[src/pkg/ddr2_cfg_params.svh]
`ifndef DDR2_CFG_PARAMS_SVH
`define DDR2_CFG_PARAMS_SVH
// register byte offsets on the apb side
`define OFF_MODE  8'h00
`define OFF_EXT1  8'h04
`define OFF_EXT2  8'h08
`define OFF_EXT3  8'h0c
`define OFF_STAT  8'h10
`define OFF_CTRL  8'h14
// reset values
`define MODE_RST  14'h0000
`define EXT_RST   14'h0000
`define CTRL_RST  1'b1
// main mode word fields
`define BL_LSB    0
`define CL_LSB    4
`define TM_BIT    7
`define DLLR_BIT  8
`define WR_LSB    9
`define PD_BIT    12
// first extended word fields
`define DLL_BIT   0
`define DRV_BIT   1
`define TRM0_BIT  2
`define AL_LSB    3
`define TRM1_BIT  6
`define DQSN_BIT  10
`define RDQS_BIT  11
`define QOFF_BIT  12
// timing in clocks
`define DLL_LOCK_CLKS 8'd200
`endif

[src/pkg/ddr2_cfg_pkg.sv]
package ddr2_cfg_pkg;
    // decoded command seen on the command pins
    typedef enum logic [3:0] {
        CMD_NONE, CMD_LOAD, CMD_REF, CMD_PRE, CMD_ACT, CMD_WR, CMD_WRA,
        CMD_RD, CMD_RDA, CMD_SRE, CMD_PDE, CMD_EXIT
    } cmd_t;
    // power state of the device
    typedef enum logic [1:0] {
        PWR_ACTIVE, PWR_ACT_PD, PWR_PRE_PD, PWR_SELF_REF
    } pwr_t;
endpackage

[src/verilog/pin_sync.sv]
`timescale 1ns/1ns
// two-stage synchroniser for a bundle of pins
module pin_sync #(
    parameter int W = 1
) (
    // clock and reset
    input  wire logic         pclk,
    input  wire logic         presetn,
    // pins in, synchronised out
    input  wire logic [W-1:0] d,
    output logic      [W-1:0] q
);
    logic [W-1:0] meta_q;
    logic [W-1:0] sync_q;

    // the first stage feeds only the second
    always_ff @(posedge pclk or negedge presetn) begin
        if (!presetn) begin
            meta_q <= '0;
            sync_q <= '0;
        end else begin
            meta_q <= d;
            sync_q <= meta_q;
        end
    end

    assign q = sync_q;
endmodule

[src/verilog/ddr2_mode_register_config.sv]
`timescale 1ns/1ns
`include "ddr2_cfg_params.svh"

// What the document asks of this block and of its controller
// [RULE1] main bit 7 set enters test mode; other main fields stay unchanged
// [RULE2] main bit 8 fires a dll reset and never stays stored
// [RULE3] controller waits 200 clocks after dll reset before a read
// [RULE4] auto-precharge write precharges write-recovery clocks after last data
// [RULE5] write-recovery field only codes 2 to 6 clocks
// [RULE6] controller rounds write recovery time over clock period upward
// [RULE7] bit 12 low gives fast-exit active power-down, dll running
// [RULE8] bit 12 high gives slow-exit active power-down, dll frozen
// [RULE9] cas latency field selects 3 to 6 whole clocks; code 7 here gives 7 clocks
// [RULE10] read at edge n, latency m, first data at n+m
// [RULE11] loads only when all banks idle; controller waits set delay after
// [RULE12] extended bit 0 enables dll; enabling is followed by a dll reset
// [RULE13] self refresh entry stops dll; exit restarts and resets it
// [RULE14] extended bit 1 selects full or reduced drive strength
// [RULE15] bit 10 disables strobe complement; redundant complement needs bit 11
// [RULE16] extended bit 12 disables all data and strobe outputs
// [RULE17] extended bits 2 and 6 select 50, 75 or 150 ohm termination
// [RULE18] termination pin works only in active and power-down states
// [RULE19] controller keeps termination pin low eight clocks after enabling
// [RULE20] extended bits 3 to 5 give additive latency 0 to 4
// [RULE21] commands held additive latency; read latency al+cl, write one less
// [RULE22] controller writes zero to reserved extended bits
// [RULE23] bank pins select main or extended register during a load
// [RULE24] controller drives every main field on each reload
// [RULE25] termination applied only while pin high and field enabled
// [RULE26] field encodings follow the customary assignment
module ddr2_mode_register_config (
    // clock and reset
    input  wire logic        pclk,
    input  wire logic        presetn,
    // apb slave
    input  wire logic        psel,
    input  wire logic        penable,
    input  wire logic        pwrite,
    input  wire logic [7:0]  paddr,
    input  wire logic [31:0] pwdata,
    output logic      [31:0] prdata,
    output logic             pready,
    output logic             pslverr,
    // command and address pins
    input  wire logic        cke,
    input  wire logic        cs_n,
    input  wire logic        ras_n,
    input  wire logic        cas_n,
    input  wire logic        we_n,
    input  wire logic [2:0]  ba,
    input  wire logic [13:0] addr,
    input  wire logic        term_pin,
    // device controls
    output logic             dll_enable,
    output logic             dll_reset,
    output logic             dll_locked,
    output logic             dll_frozen,
    output logic             test_mode,
    output logic             drive_reduced,
    output logic             strobe_comp_en,
    output logic             rdqs_comp_en,
    output logic             outputs_off,
    output logic [7:0]       term_ohms,
    output logic             rd_first_data,
    output logic             wr_first_data,
    output logic             auto_precharge
);
    // pins after synchronisation
    logic [22:0] pin_s;
    logic        cke_s, cs_s, ras_s, cas_s, we_s, term_s;
    logic [2:0]  ba_s;
    logic [13:0] addr_s;

    pin_sync #(.W(23)) u_sync (
        .pclk    (pclk),
        .presetn (presetn),
        .d       ({cke, cs_n, ras_n, cas_n, we_n, term_pin, ba, addr}),
        .q       (pin_s)
    );
    assign {cke_s, cs_s, ras_s, cas_s, we_s, term_s, ba_s, addr_s} = pin_s;

    // command decode from clock-enable history and strobes
    function automatic ddr2_cfg_pkg::cmd_t decode(input logic kp, input logic k,
                                                  input logic [3:0] c, input logic a10);
        decode = ddr2_cfg_pkg::CMD_NONE;
        if (!kp && k) begin
            decode = ddr2_cfg_pkg::CMD_EXIT;
        end else if (kp && !k) begin
            decode = (c == 4'h1) ? ddr2_cfg_pkg::CMD_SRE : ddr2_cfg_pkg::CMD_PDE;
        end else if (kp && !c[3]) begin
            unique case (c[2:0])
                3'h0: decode = ddr2_cfg_pkg::CMD_LOAD;
                3'h1: decode = ddr2_cfg_pkg::CMD_REF;
                3'h2: decode = ddr2_cfg_pkg::CMD_PRE;
                3'h3: decode = ddr2_cfg_pkg::CMD_ACT;
                3'h4: decode = a10 ? ddr2_cfg_pkg::CMD_WRA : ddr2_cfg_pkg::CMD_WR;
                3'h5: decode = a10 ? ddr2_cfg_pkg::CMD_RDA : ddr2_cfg_pkg::CMD_RD;
                default: decode = ddr2_cfg_pkg::CMD_NONE;
            endcase
        end
    endfunction

    // tap of a latency line: a delay of n clocks reads index n-2
    function automatic logic pick(input logic [31:0] sr, input logic [4:0] n);
        pick = (n < 5'd2) ? 1'b0 : sr[n - 5'd2];
    endfunction

    // termination code to effective ohms, zero when off
    function automatic logic [7:0] trm_ohms(input logic [1:0] code);
        unique case (code)
            2'h0: trm_ohms = 8'h00;
            2'h1: trm_ohms = 8'h4b;
            2'h2: trm_ohms = 8'h96;
            2'h3: trm_ohms = 8'h32;
        endcase
    endfunction

    // state
    logic                 cke_prev_q;
    logic [13:0]          mode_q, mode_d;
    logic [13:0]          ext1_q, ext1_d;
    logic [13:0]          ext2_q, ext2_d;
    logic [13:0]          ext3_q, ext3_d;
    ddr2_cfg_pkg::pwr_t   pwr_q, pwr_d;
    logic [7:0]           bank_open_q, bank_open_d;
    logic [7:0]           lock_cnt_q, lock_cnt_d;
    logic [31:0]          rd_sr_q, rd_sr_d;
    logic [31:0]          wr_sr_q, wr_sr_d;
    logic [31:0]          ap_sr_q, ap_sr_d;
    logic                 ctrl_accept_q, ctrl_accept_d;
    logic [31:0]          prdata_q, prdata_d;
    logic                 pready_q, pready_d;
    logic                 pslverr_q, pslverr_d;
    logic                 dll_en_q, dll_rst_q, locked_q, frozen_q;
    logic                 dll_en_d, dll_rst_d, locked_d, frozen_d;
    logic                 drv_q, dqsn_q, rdqs_q, qoff_q;
    logic [7:0]           ohms_q, ohms_d;
    logic                 rd_first_q, wr_first_q, ap_q;
    ddr2_cfg_pkg::cmd_t   cmd;
    logic                 load_ok, is_rd, is_wr, is_wra;
    logic [4:0]           cl, al, rl, wl, wr, bl_clk, ap_dly;

    // decoded command and derived latencies
    always_comb begin
        cmd     = decode(cke_prev_q, cke_s, {cs_s, ras_s, cas_s, we_s}, addr_s[10]);
        load_ok = (cmd == ddr2_cfg_pkg::CMD_LOAD) && ctrl_accept_q;
        is_rd   = (cmd == ddr2_cfg_pkg::CMD_RD) || (cmd == ddr2_cfg_pkg::CMD_RDA);
        is_wra  = (cmd == ddr2_cfg_pkg::CMD_WRA);
        is_wr   = (cmd == ddr2_cfg_pkg::CMD_WR) || is_wra;
        // [RULE9] cas latency decode
        cl = {2'h0, mode_q[`CL_LSB +: 3]};
        if (cl < 5'd3) begin
            cl = 5'd3; // codes below 3 fall back to the shortest
        end
        // [RULE20] additive latency decode
        al = {2'h0, ext1_q[`AL_LSB +: 3]};
        if (al > 5'd4) begin
            al = 5'd4;
        end
        // [RULE21] read and write latency
        rl = al + cl;
        wl = rl - 5'd1;
        // [RULE26] write recovery code n means n+1 clocks
        wr     = {2'h0, mode_q[`WR_LSB +: 3]} + 5'd1;
        bl_clk = (mode_q[`BL_LSB +: 3] == 3'h3) ? 5'd4 : 5'd2;
        ap_dly = wl + bl_clk + wr;
    end

    // mode and extended register loads
    always_comb begin
        mode_d = mode_q;
        ext1_d = ext1_q;
        ext2_d = ext2_q;
        ext3_d = ext3_q;
        dll_rst_d = 1'b0;
        if (load_ok) begin
            // [RULE23] bank pins pick the target register
            unique case (ba_s)
                3'h0: begin
                    if (addr_s[`TM_BIT]) begin
                        // [RULE1] test mode keeps the other fields
                        mode_d[`TM_BIT] = 1'b1;
                    end else begin
                        // [RULE2] dll reset pulses, bit never stored
                        mode_d = addr_s;
                        mode_d[`DLLR_BIT] = 1'b0;
                        dll_rst_d = addr_s[`DLLR_BIT];
                    end
                end
                3'h1: ext1_d = addr_s;
                3'h2: ext2_d = addr_s;
                3'h3: ext3_d = addr_s;
                default: ;
            endcase
        end
        // [RULE13] self refresh exit resets the dll
        if (pwr_q == ddr2_cfg_pkg::PWR_SELF_REF && cmd == ddr2_cfg_pkg::CMD_EXIT) begin
            dll_rst_d = 1'b1;
        end
    end

    // power state and open banks
    always_comb begin
        pwr_d = pwr_q;
        bank_open_d = bank_open_q;
        unique case (pwr_q)
            ddr2_cfg_pkg::PWR_ACTIVE: begin
                if (cmd == ddr2_cfg_pkg::CMD_SRE) begin
                    pwr_d = ddr2_cfg_pkg::PWR_SELF_REF;
                end else if (cmd == ddr2_cfg_pkg::CMD_PDE) begin
                    pwr_d = (|bank_open_q) ? ddr2_cfg_pkg::PWR_ACT_PD : ddr2_cfg_pkg::PWR_PRE_PD;
                end
            end
            ddr2_cfg_pkg::PWR_ACT_PD,
            ddr2_cfg_pkg::PWR_PRE_PD,
            ddr2_cfg_pkg::PWR_SELF_REF: begin
                if (cmd == ddr2_cfg_pkg::CMD_EXIT) begin
                    pwr_d = ddr2_cfg_pkg::PWR_ACTIVE;
                end
            end
        endcase
        if (cmd == ddr2_cfg_pkg::CMD_ACT) begin
            bank_open_d[ba_s] = 1'b1;
        end else if (cmd == ddr2_cfg_pkg::CMD_PRE && addr_s[10]) begin
            bank_open_d = 8'h00;
        end else if (cmd == ddr2_cfg_pkg::CMD_PRE || is_wra || cmd == ddr2_cfg_pkg::CMD_RDA) begin
            bank_open_d[ba_s] = 1'b0;
        end
    end

    // dll state: enable, lock counting, freeze
    always_comb begin
        // [RULE12] extended bit 0 low enables the dll
        // [RULE13] and self refresh stops it
        dll_en_d = !ext1_q[`DLL_BIT] && (pwr_q != ddr2_cfg_pkg::PWR_SELF_REF);
        lock_cnt_d = lock_cnt_q;
        if (dll_rst_q || !dll_en_q) begin
            lock_cnt_d = 8'h00;
        end else if (lock_cnt_q != `DLL_LOCK_CLKS) begin
            lock_cnt_d = lock_cnt_q + 8'h01;
        end
        // status only; read timing after reset is the controller's duty
        locked_d = dll_en_q && (lock_cnt_q == `DLL_LOCK_CLKS);
        // [RULE7] [RULE8] slow exit freezes the dll in active power-down
        frozen_d = (pwr_q == ddr2_cfg_pkg::PWR_ACT_PD) && mode_q[`PD_BIT];
    end

    // termination from pin, power state and extended field
    always_comb begin
        // [RULE17] [RULE18] [RULE25] termination gated by pin and state
        ohms_d = 8'h00;
        if (term_s && pwr_q != ddr2_cfg_pkg::PWR_SELF_REF) begin
            ohms_d = trm_ohms({ext1_q[`TRM1_BIT], ext1_q[`TRM0_BIT]});
        end
    end

    // latency lines for read, write and auto precharge
    always_comb begin
        // [RULE10] [RULE21] commands posted, taps pick the latency
        rd_sr_d = {rd_sr_q[30:0], is_rd};
        wr_sr_d = {wr_sr_q[30:0], is_wr};
        // [RULE4] precharge after last data plus write recovery
        ap_sr_d = {ap_sr_q[30:0], is_wra};
    end

    // apb slave: one wait state, answer registered
    always_comb begin
        pready_d = psel && penable && !pready_q;
        pslverr_d = 1'b0;
        prdata_d = prdata_q;
        ctrl_accept_d = ctrl_accept_q;
        if (psel && penable && !pready_q) begin
            pslverr_d = 1'b0;
            unique case (paddr)
                `OFF_MODE: prdata_d = {18'h0, mode_q};
                `OFF_EXT1: prdata_d = {18'h0, ext1_q};
                `OFF_EXT2: prdata_d = {18'h0, ext2_q};
                `OFF_EXT3: prdata_d = {18'h0, ext3_q};
                `OFF_STAT: prdata_d = {11'h0, wl, 3'h0, rl, 3'h0, frozen_q, mode_q[`TM_BIT],
                                       pwr_q == ddr2_cfg_pkg::PWR_SELF_REF, locked_q, dll_en_q};
                `OFF_CTRL: prdata_d = {31'h0, ctrl_accept_q};
                default: begin
                    prdata_d = 32'h0000_0000;
                    pslverr_d = 1'b1;
                end
            endcase
        end
        // write lands on the edge that samples pready high
        if (psel && penable && pready_q && pwrite && paddr == `OFF_CTRL) begin
            ctrl_accept_d = pwdata[0];
        end
    end

    // registers
    always_ff @(posedge pclk or negedge presetn) begin
        if (!presetn) begin
            cke_prev_q    <= 1'b0;
            mode_q        <= `MODE_RST;
            ext1_q        <= `EXT_RST;
            ext2_q        <= `EXT_RST;
            ext3_q        <= `EXT_RST;
            pwr_q         <= ddr2_cfg_pkg::PWR_ACTIVE;
            bank_open_q   <= 8'h00;
            lock_cnt_q    <= 8'h00;
            rd_sr_q       <= 32'h0000_0000;
            wr_sr_q       <= 32'h0000_0000;
            ap_sr_q       <= 32'h0000_0000;
            ctrl_accept_q <= `CTRL_RST;
            prdata_q      <= 32'h0000_0000;
            pready_q      <= 1'b0;
            pslverr_q     <= 1'b0;
            dll_en_q      <= 1'b0;
            dll_rst_q     <= 1'b0;
            locked_q      <= 1'b0;
            frozen_q      <= 1'b0;
            drv_q         <= 1'b0;
            dqsn_q        <= 1'b0;
            rdqs_q        <= 1'b0;
            qoff_q        <= 1'b0;
            ohms_q        <= 8'h00;
            rd_first_q    <= 1'b0;
            wr_first_q    <= 1'b0;
            ap_q          <= 1'b0;
        end else begin
            cke_prev_q    <= cke_s;
            mode_q        <= mode_d;
            ext1_q        <= ext1_d;
            ext2_q        <= ext2_d;
            ext3_q        <= ext3_d;
            pwr_q         <= pwr_d;
            bank_open_q   <= bank_open_d;
            lock_cnt_q    <= lock_cnt_d;
            rd_sr_q       <= rd_sr_d;
            wr_sr_q       <= wr_sr_d;
            ap_sr_q       <= ap_sr_d;
            ctrl_accept_q <= ctrl_accept_d;
            prdata_q      <= prdata_d;
            pready_q      <= pready_d;
            pslverr_q     <= pslverr_d;
            dll_en_q      <= dll_en_d;
            dll_rst_q     <= dll_rst_d;
            locked_q      <= locked_d;
            frozen_q      <= frozen_d;
            // [RULE14] drive strength
            drv_q         <= ext1_q[`DRV_BIT];
            // [RULE15] [RULE16] strobe complements, all off when outputs off
            dqsn_q        <= !ext1_q[`DQSN_BIT] && !ext1_q[`QOFF_BIT];
            rdqs_q        <= ext1_q[`RDQS_BIT] && !ext1_q[`DQSN_BIT] && !ext1_q[`QOFF_BIT];
            qoff_q        <= ext1_q[`QOFF_BIT];
            ohms_q        <= ohms_d;
            rd_first_q    <= pick(rd_sr_q, rl);
            wr_first_q    <= pick(wr_sr_q, wl);
            ap_q          <= pick(ap_sr_q, ap_dly);
        end
    end

    // outputs straight from flops
    assign prdata         = prdata_q;
    assign pready         = pready_q;
    assign pslverr        = pslverr_q;
    assign dll_enable     = dll_en_q;
    assign dll_reset      = dll_rst_q;
    assign dll_locked     = locked_q;
    assign dll_frozen     = frozen_q;
    assign test_mode      = mode_q[`TM_BIT];
    assign drive_reduced  = drv_q;
    assign strobe_comp_en = dqsn_q;
    assign rdqs_comp_en   = rdqs_q;
    assign outputs_off    = qoff_q;
    assign term_ohms      = ohms_q;
    assign rd_first_data  = rd_first_q;
    assign wr_first_data  = wr_first_q;
    assign auto_precharge = ap_q;
endmodule

[config.mk]
export PLATFORM = sky130hd
export DESIGN_NAME = ddr2_mode_register_config
export DESIGN_NICKNAME = d
export VERILOG_FILES = /design/src/pkg/ddr2_cfg_pkg.sv /design/src/verilog/pin_sync.sv /design/src/verilog/ddr2_mode_register_config.sv
export VERILOG_INCLUDE_DIRS = /design/src /design/src/pkg
export SDC_FILE = /design/constraint.sdc
export NUM_CORES = 1
export LEC_CHECK = 0
export BUFFER_PORTS_ARGS = -buffer_cell sky130_fd_sc_hd__buf_4
export CORE_MARGIN = 10
export CORE_UTILIZATION = 52
export DETAILED_ROUTE_END_ITERATION = 16
export PLACE_DENSITY_LB_ADDON = 0.05
export RECOVER_POWER = 25
export SYNTH_ARGS = -nofsm -noshare
export SYNTH_HDL_FRONTEND = slang
export SYNTH_SLANG_ARGS = --single-unit
[constraint.sdc]
create_clock -name pclk -period 5.3 [get_ports pclk]
set_input_delay 0 -clock pclk [delete_from_list [all_inputs] [get_ports pclk]]
set_output_delay 0 -clock pclk [all_outputs]
set_load 0.1 [all_outputs]
==> impl_metrics.env, run 1 <==
export IMPL_status="finished, violations left"
export IMPL_violations="hold timing, capacitance limit, slew limit"
export IMPL_worst_pin_slew_ps=3786
export IMPL_cts_buffers=26
export IMPL_p_per_area_nw_per_um2=366.7
export IMPL_synth_top_area_share_pct=63.38
export IMPL_crit_path_max_incr_delay_ps=510
export IMPL_synth_ff_type="dfrtp_1"
export IMPL_hold_class="in -> reg"
export IMPL_yosysWarnings=0
export IMPL_num_antenna_cells=0
export IMPL_die_w_um=158.6
export IMPL_drt_iter0_markers=438
export IMPL_avgSynthCellArea_um2=14.07
export IMPL_wl_um=20710
export IMPL_grt_met3_usage_pct=4.047
export IMPL_path_common_cell="inv_1"
export IMPL_final_core_util_pct=63.12
export IMPL_io_pins=122
export IMPL_clockBufferDepth=3
export IMPL_place_congestion=0.8426
export IMPL_cts_root_buf="clkbuf_16"
export IMPL_antenna_found_initial=0
export IMPL_rsz0062_at_grt="no"
export IMPL_viasPerCell=5.423
export IMPL_p_total_w=0.004358
export IMPL_grt_pass1_vias=6294
export IMPL_clock_sinks=254
export IMPL_syn_area_um2=9990
export IMPL_fmax_mhz=208.3
export IMPL_combPwrFrac_pct=7.8
export IMPL_met1_usage_pct=22.82
export IMPL_rows=50
export IMPL_internal_power_w=0.003328
export IMPL_fin_setup_tns_ps=0
export IMPL_pwr_share_clk_pct=44.7
export IMPL_path_max_fanout=7
export IMPL_synth_area_leaders="dfrtp_1 (63%), mux4_2 (5.0%), mux2_2 (4.3%), mux2_4 (2.9%), mux2i_1 (1.7%)"
export IMPL_initial_core_util_pct=53.05
export IMPL_routedWlPerCell_um=18.96
export IMPL_netSwitchingFraction_pct=23.64
export IMPL_ys_types=63
export IMPL_die_area_um2=25150
export IMPL_postCtsSetupBuffers=0
export IMPL_r2r_cells=18
export IMPL_fin_crit_sh_pct=90.57
export IMPL_overflow=0
export IMPL_busiest_layer="met2"
export IMPL_clk_insertion_delay_late_ps=530
export IMPL_p_leak_nw=5.850
export IMPL_drive_gt1_share_pct=25.12
export IMPL_slowest_stage="fa_1"
export IMPL_startpoint="mode_q[4]$_DFFE_PN0P_"
export IMPL_drt_pass1_iter_count=5
export IMPL_worstHoldStart="paddr[1]"
export IMPL_syn_to_final_growth_pct=18.97
export IMPL_grt_max_degree=183
export IMPL_yosysSeqAreaShare_pct=63.64
export IMPL_hold_viol=1
export IMPL_period_needed_ps=4800
export IMPL_cap_viol_max_count=1
export IMPL_dr_total_vias=5922
export IMPL_setup_violations=0
export IMPL_start_kind="register"
export IMPL_final_antenna_net_count=0
export IMPL_drcViolationCount=0
export IMPL_yosysTopAreaCell="dfrtp_1"
export IMPL_synth_async_sr_flop_share_pct=100.0
export IMPL_endpoint_kind="register"
export IMPL_slew_limit_headroom_pct=-152.4
export IMPL_path_class="reg -> reg"
export IMPL_core_um2=18830
export IMPL_slew_viol_final=73
export IMPL_whs_ps=-12.21
export IMPL_fin_cells=1092
export IMPL_synth_most_common_cell="dfrtp_1"
export IMPL_h_tree_depth=1
export IMPL_peakVddDrop_mv=0.2681
export IMPL_cp_required_ps=5700
export IMPL_seqPwrFrac_pct=47.5
export IMPL_synthCells=710
export IMPL_cts_tree="yes"
export IMPL_grtUsageTotal_pct=16.97
export IMPL_die_y_um=158.6
export IMPL_worstHoldPathCells=4
export IMPL_groute_layer_met2_usage_pct=26.94
export IMPL_p_sw_w=0.001030
export IMPL_synth_seq_cells=254
export IMPL_clk_pin_slew_ps=60
export IMPL_grt_first_pass_wirelength_um=33780
export IMPL_port_buffers=77
export IMPL_layout_nets=897
export IMPL_synth_edf_count=0
export IMPL_place_inst=1018
export IMPL_path_cells="nand2b_1, ha_1, inv_1, fa_1, inv_1, nand2_1, and2_1, fa_1, inv_1, ha_1, fa_1, inv_1, ha_1, mux4_2, mux4_2, mux2_2, nand2_1, o31ai_1"
export IMPL_r2r_start="mode_q[4]$_DFFE_PN0P_"
export IMPL_cp_arrival_ps=5200
export IMPL_fin_skew_ps=15.02
export IMPL_netlist_top_cells_count="dfrtp_1 (253), nor2_1 (44), mux2_2 (38), nand2_1 (38), inv_1 (26)"
export IMPL_dpl_hpwl_um=13970
[worst paths after layout]
path | to | slack [ps]
max | auto_precharge$_DFF_PN0_ | 500
min | pslverr$_DFF_PN0_ | -10
max reg2reg | auto_precharge$_DFF_PN0_ | 500
min reg2reg | u_sync.q[0]$_DFF_PN0_ | 340
max in group asynchronous | u_sync.meta_q[22]$_DFF_PN0_ | 1800
min in group asynchronous | wr_sr_q[15]$_DFF_PN0_ | 1340
[critical path, delay by kind of cell, from the launching register on]
kind            cells  cell delay [ps]
fa+ha+maj           6             2340
mux                 3             1110
simple gates        4              490
flops               1              400
buf+inv             4              270
compound gates      1               60
[metrics by stage]
stage | instance area (um2) | setup slack [ps]
floorplan | 10030 | 215.1
global placement | 10700 | 552.1
detailed placement | 10700 | 513.7
CTS | 11900 | 484.1
global route | 11890 | 268.4
finish | 11890 | 499.6
[cell families after synthesis]
group	count (synthesis)	share of synthesized area, %
DFF	254	63.64
and+or+nand+nor	158	8.267
AOI/OAI and AO/OA	100	6.826
muxes	96	13.80
buffers and inverters	71	3.895
adders and majority gates	16	2.305
xor gates and xnor gates	14	1.227
other	1	0.03754
[cells in the final DEF (no fill, tap or decap), drive strengths merged, types with 3 or more instances in the layout]
cell,netlist,layout
nor2b,7,7
a221oi,3,3
nor3,4,4
clkbuf,14,64
buf,31,57
a22oi,18,18
conb,1,13
ha,12,12
inv,26,26
o22ai,5,5
nor4,5,5
or2,4,4
nand2b,8,8
a22o,9,9
clkinv,0,3
fa,4,4
dfrtp,253,253
xor2,6,6
nor3b,4,4
nor2,44,44
nand3b,5,5
a31oi,9,9
nand3,13,13
bufinv,0,4
o31ai,4,4
dlygate4sd3,0,27
and2,9,9
nand2,39,39
a21oi,18,18
and3,6,6
xnor2,8,8
o21ai,17,17
mux2,57,57
mux4,22,22
mux2i,17,17
[power by group through the flow]
stage	Sequential, W	Clock (W)	Combinational (W)
6_report	0.00207	0.00195	0.000341
5_1_grt	0.00208	0.00207	0.000374
4_1_cts	0.00207	0.00199	0.000347
3_5_place_dp	0.00210	0	0.000332
3_3_place_gp	0.00210	0	0.000323
2_1_floorplan	0.00215	0	0.000166
[repair_timing]
item	in CTS	in global routing
gates resized for setup	0	0
hold endpoints to repair	97	0
setup endpoints to repair	0	0
hold buffers	27	0
[area by class of cell]
cell class                 count  area, um2
clock buffer                  40      794.5
clock inverter                 7      135.1
fill                        1436       6945
inverter                      26      97.59
multi-input combinational    397       3288
sequential                   254       6357
tap                          260      325.3
timing repair buffer         108      887.1
[flip-flops by register name (all words and copies together) (netlist names), 2 cells and up]
register,cells
ap_sr_q,32
bank_open_q,8
ext1_q,14
ext2_q,14
ext3_q,14
lock_cnt_q,8
mode_q,13
prdata,19
pwr_q,2
rd_sr_q,32
term_ohms,5
u_sync.meta_q,23
u_sync.q,23
wr_sr_q,32
[per-layer routing]
layer  routed length, um  share of wire [%]  vias to the layer above
met4                 515                2.5                        0
met2                9822                 47                      142
met5                   0                  0                        -
met1                9142                 44                     3063
li1                    -                  -                     2679
met3                1229                5.9                       38
(Power assumes the default switching activity.)
==> inputs of run 2 (changes only) <==
--- a/config.mk
+++ b/config.mk
@@ -14,4 +14,5 @@
 export RECOVER_POWER = 25
 export SYNTH_ARGS = -nofsm -noshare
 export SYNTH_HDL_FRONTEND = slang
+export SYNTH_HIERARCHICAL = 1
 export SYNTH_SLANG_ARGS = --single-unit
==> run 2 against run 1 <==
Against the previous run: the flow finishes with violations (capacitance limit, slew limit); clock power decreased by 2%; clock-buffer cell count down 3; worst hold slack improved by 100 ps; synthesized area increased by 0.38%; sequential cell count did not move; worst setup slack got worse by 52 ps; routed wire length down 3.4%; highest routed layer unchanged.
==> impl_metrics.env, run 2 <==
export IMPL_status="finished, violations left"
export IMPL_violations="capacitance limit, slew limit"
export IMPL_mostFrequentLayoutCells="dfrtp_1 (253), buf_4 (56), mux2_2 (48)"
export IMPL_layout_nets=903
export IMPL_hold_viol=0
export IMPL_syn_area_um2=10030
export IMPL_setup_slack_ps=447.4
export IMPL_stdcell_area_um2=11970
export IMPL_p_leak_nw=5.916
export IMPL_clk_insertion_delay_late_ps=520
export IMPL_synth_async_sr_flop_share_pct=100.0
export IMPL_seqPwrFrac_pct=48.5
export IMPL_antenna_found_initial=0
export IMPL_synth_seq_cells=254
export IMPL_io_pins=122
export IMPL_period_needed_ps=4853
export IMPL_slew_viol_final=78
export IMPL_r2r_start="ext1_q[5]$_DFFE_PN0P_"
export IMPL_synth_top_area_share_pct=63.14
export IMPL_yosysWarnings=6
export IMPL_cp_arrival_ps=5270
export IMPL_worst_pin_slew_ps=4052
export IMPL_drcViolationCount=0
export IMPL_pwr_share_clk_pct=45.3
export IMPL_cts_root_buf="clkbuf_16"
export IMPL_synth_edf_count=0
export IMPL_drt_pass1_iter_count=4
export IMPL_grt_first_pass_wirelength_um=33370
export IMPL_p_sw_w=0.0009536
export IMPL_p_per_area_nw_per_um2=351.1
export IMPL_die_area_um2=25240
export IMPL_wl_um=20000
export IMPL_cts_tree="yes"
export IMPL_rsz0062_at_grt="no"
export IMPL_grtUsageTotal_pct=15.83
export IMPL_yosysSeqAreaShare_pct=63.40
export IMPL_dpl_cell_area_um2=10760
export IMPL_fin_skew_ps=12.83
export IMPL_syn_to_final_growth_pct=19.35
export IMPL_grt_max_degree=178
export IMPL_p_total_w=0.004202
export IMPL_synth_area_leaders="dfrtp_1 (63%), mux4_2 (7.6%), mux2_2 (5.4%), ha_1 (1.5%), inv_1 (1.5%)"
export IMPL_clk_pin_slew_ps=70
export IMPL_die_y_um=158.9
export IMPL_path_class="reg -> reg"
export IMPL_endpoint_kind="register"
export IMPL_die_w_um=158.9
export IMPL_rows=50
export IMPL_overflow=0
export IMPL_fin_crit_sh_pct=91.56
export IMPL_cap_viol_max_count=1
export IMPL_peakVddDrop_mv=0.3241
export IMPL_core_um2=18830
export IMPL_whs_ps=87.38
export IMPL_final_antenna_net_count=0
export IMPL_port_buffers=77
export IMPL_fin_setup_tns_ps=0
export IMPL_avgSynthCellArea_um2=14.00
export IMPL_drive_gt1_share_pct=25.78
export IMPL_hold_class="in -> reg"
export IMPL_cts_buffers=26
export IMPL_clockBufferDepth=3
export IMPL_netlist_top_cells_count="dfrtp_1 (253), mux2_2 (48), inv_1 (39), nand2_1 (39), nor2_1 (35)"
export IMPL_drt_iter0_markers=292
export IMPL_viasPerCell=5.308
export IMPL_layout_commonest_cell="dfrtp_1"
export IMPL_reg_top3="ap_sr_q x32, rd_sr_q x32, wr_sr_q x32"
export IMPL_dr_total_vias=5828
export IMPL_slew_limit_headroom_pct=-170.1
export IMPL_routedWlPerCell_um=18.22
export IMPL_num_antenna_cells=0
export IMPL_place_congestion=0.8960
export IMPL_synth_most_common_cell="dfrtp_1"
export IMPL_start_kind="register"
export IMPL_path_max_fanout=8
export IMPL_fmax_mhz=206.1
export IMPL_setup_violations=0
export IMPL_ys_types=63
export IMPL_internal_power_w=0.003248
export IMPL_synthCells=716
export IMPL_grt_pass1_vias=6330
export IMPL_yosysTopAreaCell="dfrtp_1"
export IMPL_fill_cells=1427
export IMPL_h_tree_depth=1
export IMPL_place_ws_ps=454.3
export IMPL_clock_sinks=254
export IMPL_synth_ff_type="dfrtp_1"
export IMPL_worstHoldStart="paddr[6]"
export IMPL_startpoint="ext1_q[5]$_DFFE_PN0P_"
export IMPL_cp_required_ps=5710
export IMPL_dpl_hpwl_um=13440
export IMPL_combPwrFrac_pct=6.1
export IMPL_initial_core_util_pct=53.25
export IMPL_netSwitchingFraction_pct=22.69
==> run 2: cell count changes in the layout (fill, tap and decap cells not counted), moves of 10 or more <==
cell     delta
a22oi_1    -13
mux2_2     +10
mux4_2     +12
mux2_4     -19
inv_1      +13
mux2i_1    -10
==> run 2: worst max-delay path, stage by stage, from the launching register on <==
cell and delay [ps]:
dfrtp_1 420, nor2b_1 130, ha_1 180, inv_1 60, fa_1 520, nor2b_1 320, nor2_1 160, fa_1 520
inv_1 40, ha_1 210, fa_1 560, inv_1 80, ha_1 510, mux4_2 360, nor2b_1 150, a211oi_1 240
a211oi_1 70, a31o_2 210
==> run 2: path summary, 6_finish.rpt <==
| path | end | slack, ps | depth (start not counted) |
|---|---|---|---|
| worst max-delay path | auto_precharge$_DFF_PN0_ | 450 | 17 |
| worst min-delay path | prdata[1]$_DFFE_PN0P_ | 90 | 5 |
| worst max register to register | auto_precharge$_DFF_PN0_ | 450 | 17 |
| worst min register to register | u_sync/q[10]$_DFF_PN0_ | 340 | 0 |
| max in group asynchronous | u_sync/q[12]$_DFF_PN0_ | 1570 | 2 |
| min in group asynchronous | rd_sr_q[20]$_DFF_PN0_ | 1450 | 2 |
==> run 2: routing by layer <==
metal | vias up | track usage [%] | share of wire [%]
li1 | 2693 | - | -
met1 | 2962 | 21.34 | 44
met2 | 140 | 25.74 | 48
met3 | 33 | 3.331 | 5.1
met4 | 0 | 3.960 | 2.1
met5 | - | 0 | 0
==> run 2: logic make-up after synthesis <==
family	after synthesis	synth area share [%]
other	1	0.03740
flip-flops	254	63.40
AO/OA/AOI/OAI	90	6.264
buffers and inverters	87	4.093
multiplexers	98	14.74
AND/OR/NAND/NOR	158	8.123
XOR/XNOR	12	1.048
adder cells (fa/ha/maj)	16	2.296
==> run 2: timing repair <==
action                    4_1_cts  5_1_grt
setup buffers                   0        0
hold endpoints to repair      106        0
resized for setup               0        0
hold buffers                   30        0
==> run 2: cell type report <==
type / instances / area (um2) / share of cell area (%)
Inverter: 39 / 146.4 / 1.223
Sequential cell: 254 / 6357 / 53.12
Clock inverter: 10 / 133.9 / 1.119
Multi-Input combinational cell: 387 / 3304 / 27.61
Clock buffer: 37 / 783.3 / 6.545
Timing Repair Buffer: 111 / 917.1 / 7.663
Tap cell: 260 / 325.3 / 2.718
==> run 2: power by group through the flow <==
stage / logic [W] / clock network, W / registers, W
2_1_floorplan: 0.000153 / 0 / 0.00208
3_3_place_gp: 0.000238 / 0 / 0.00207
6_report: 0.000257 / 0.00191 / 0.00204
3_5_place_dp: 0.000246 / 0 / 0.00207
4_1_cts: 0.000264 / 0.00195 / 0.00204
5_1_grt: 0.000288 / 0.00203 / 0.00205
==> run 2: per-stage QoR <==
step	std cells	util [%]
floorplan	728	-
global placement	1021	57.15
detailed placement	1021	57.15
CTS	1098	63.61
global route	1098	63.55
finish	1098	63.55
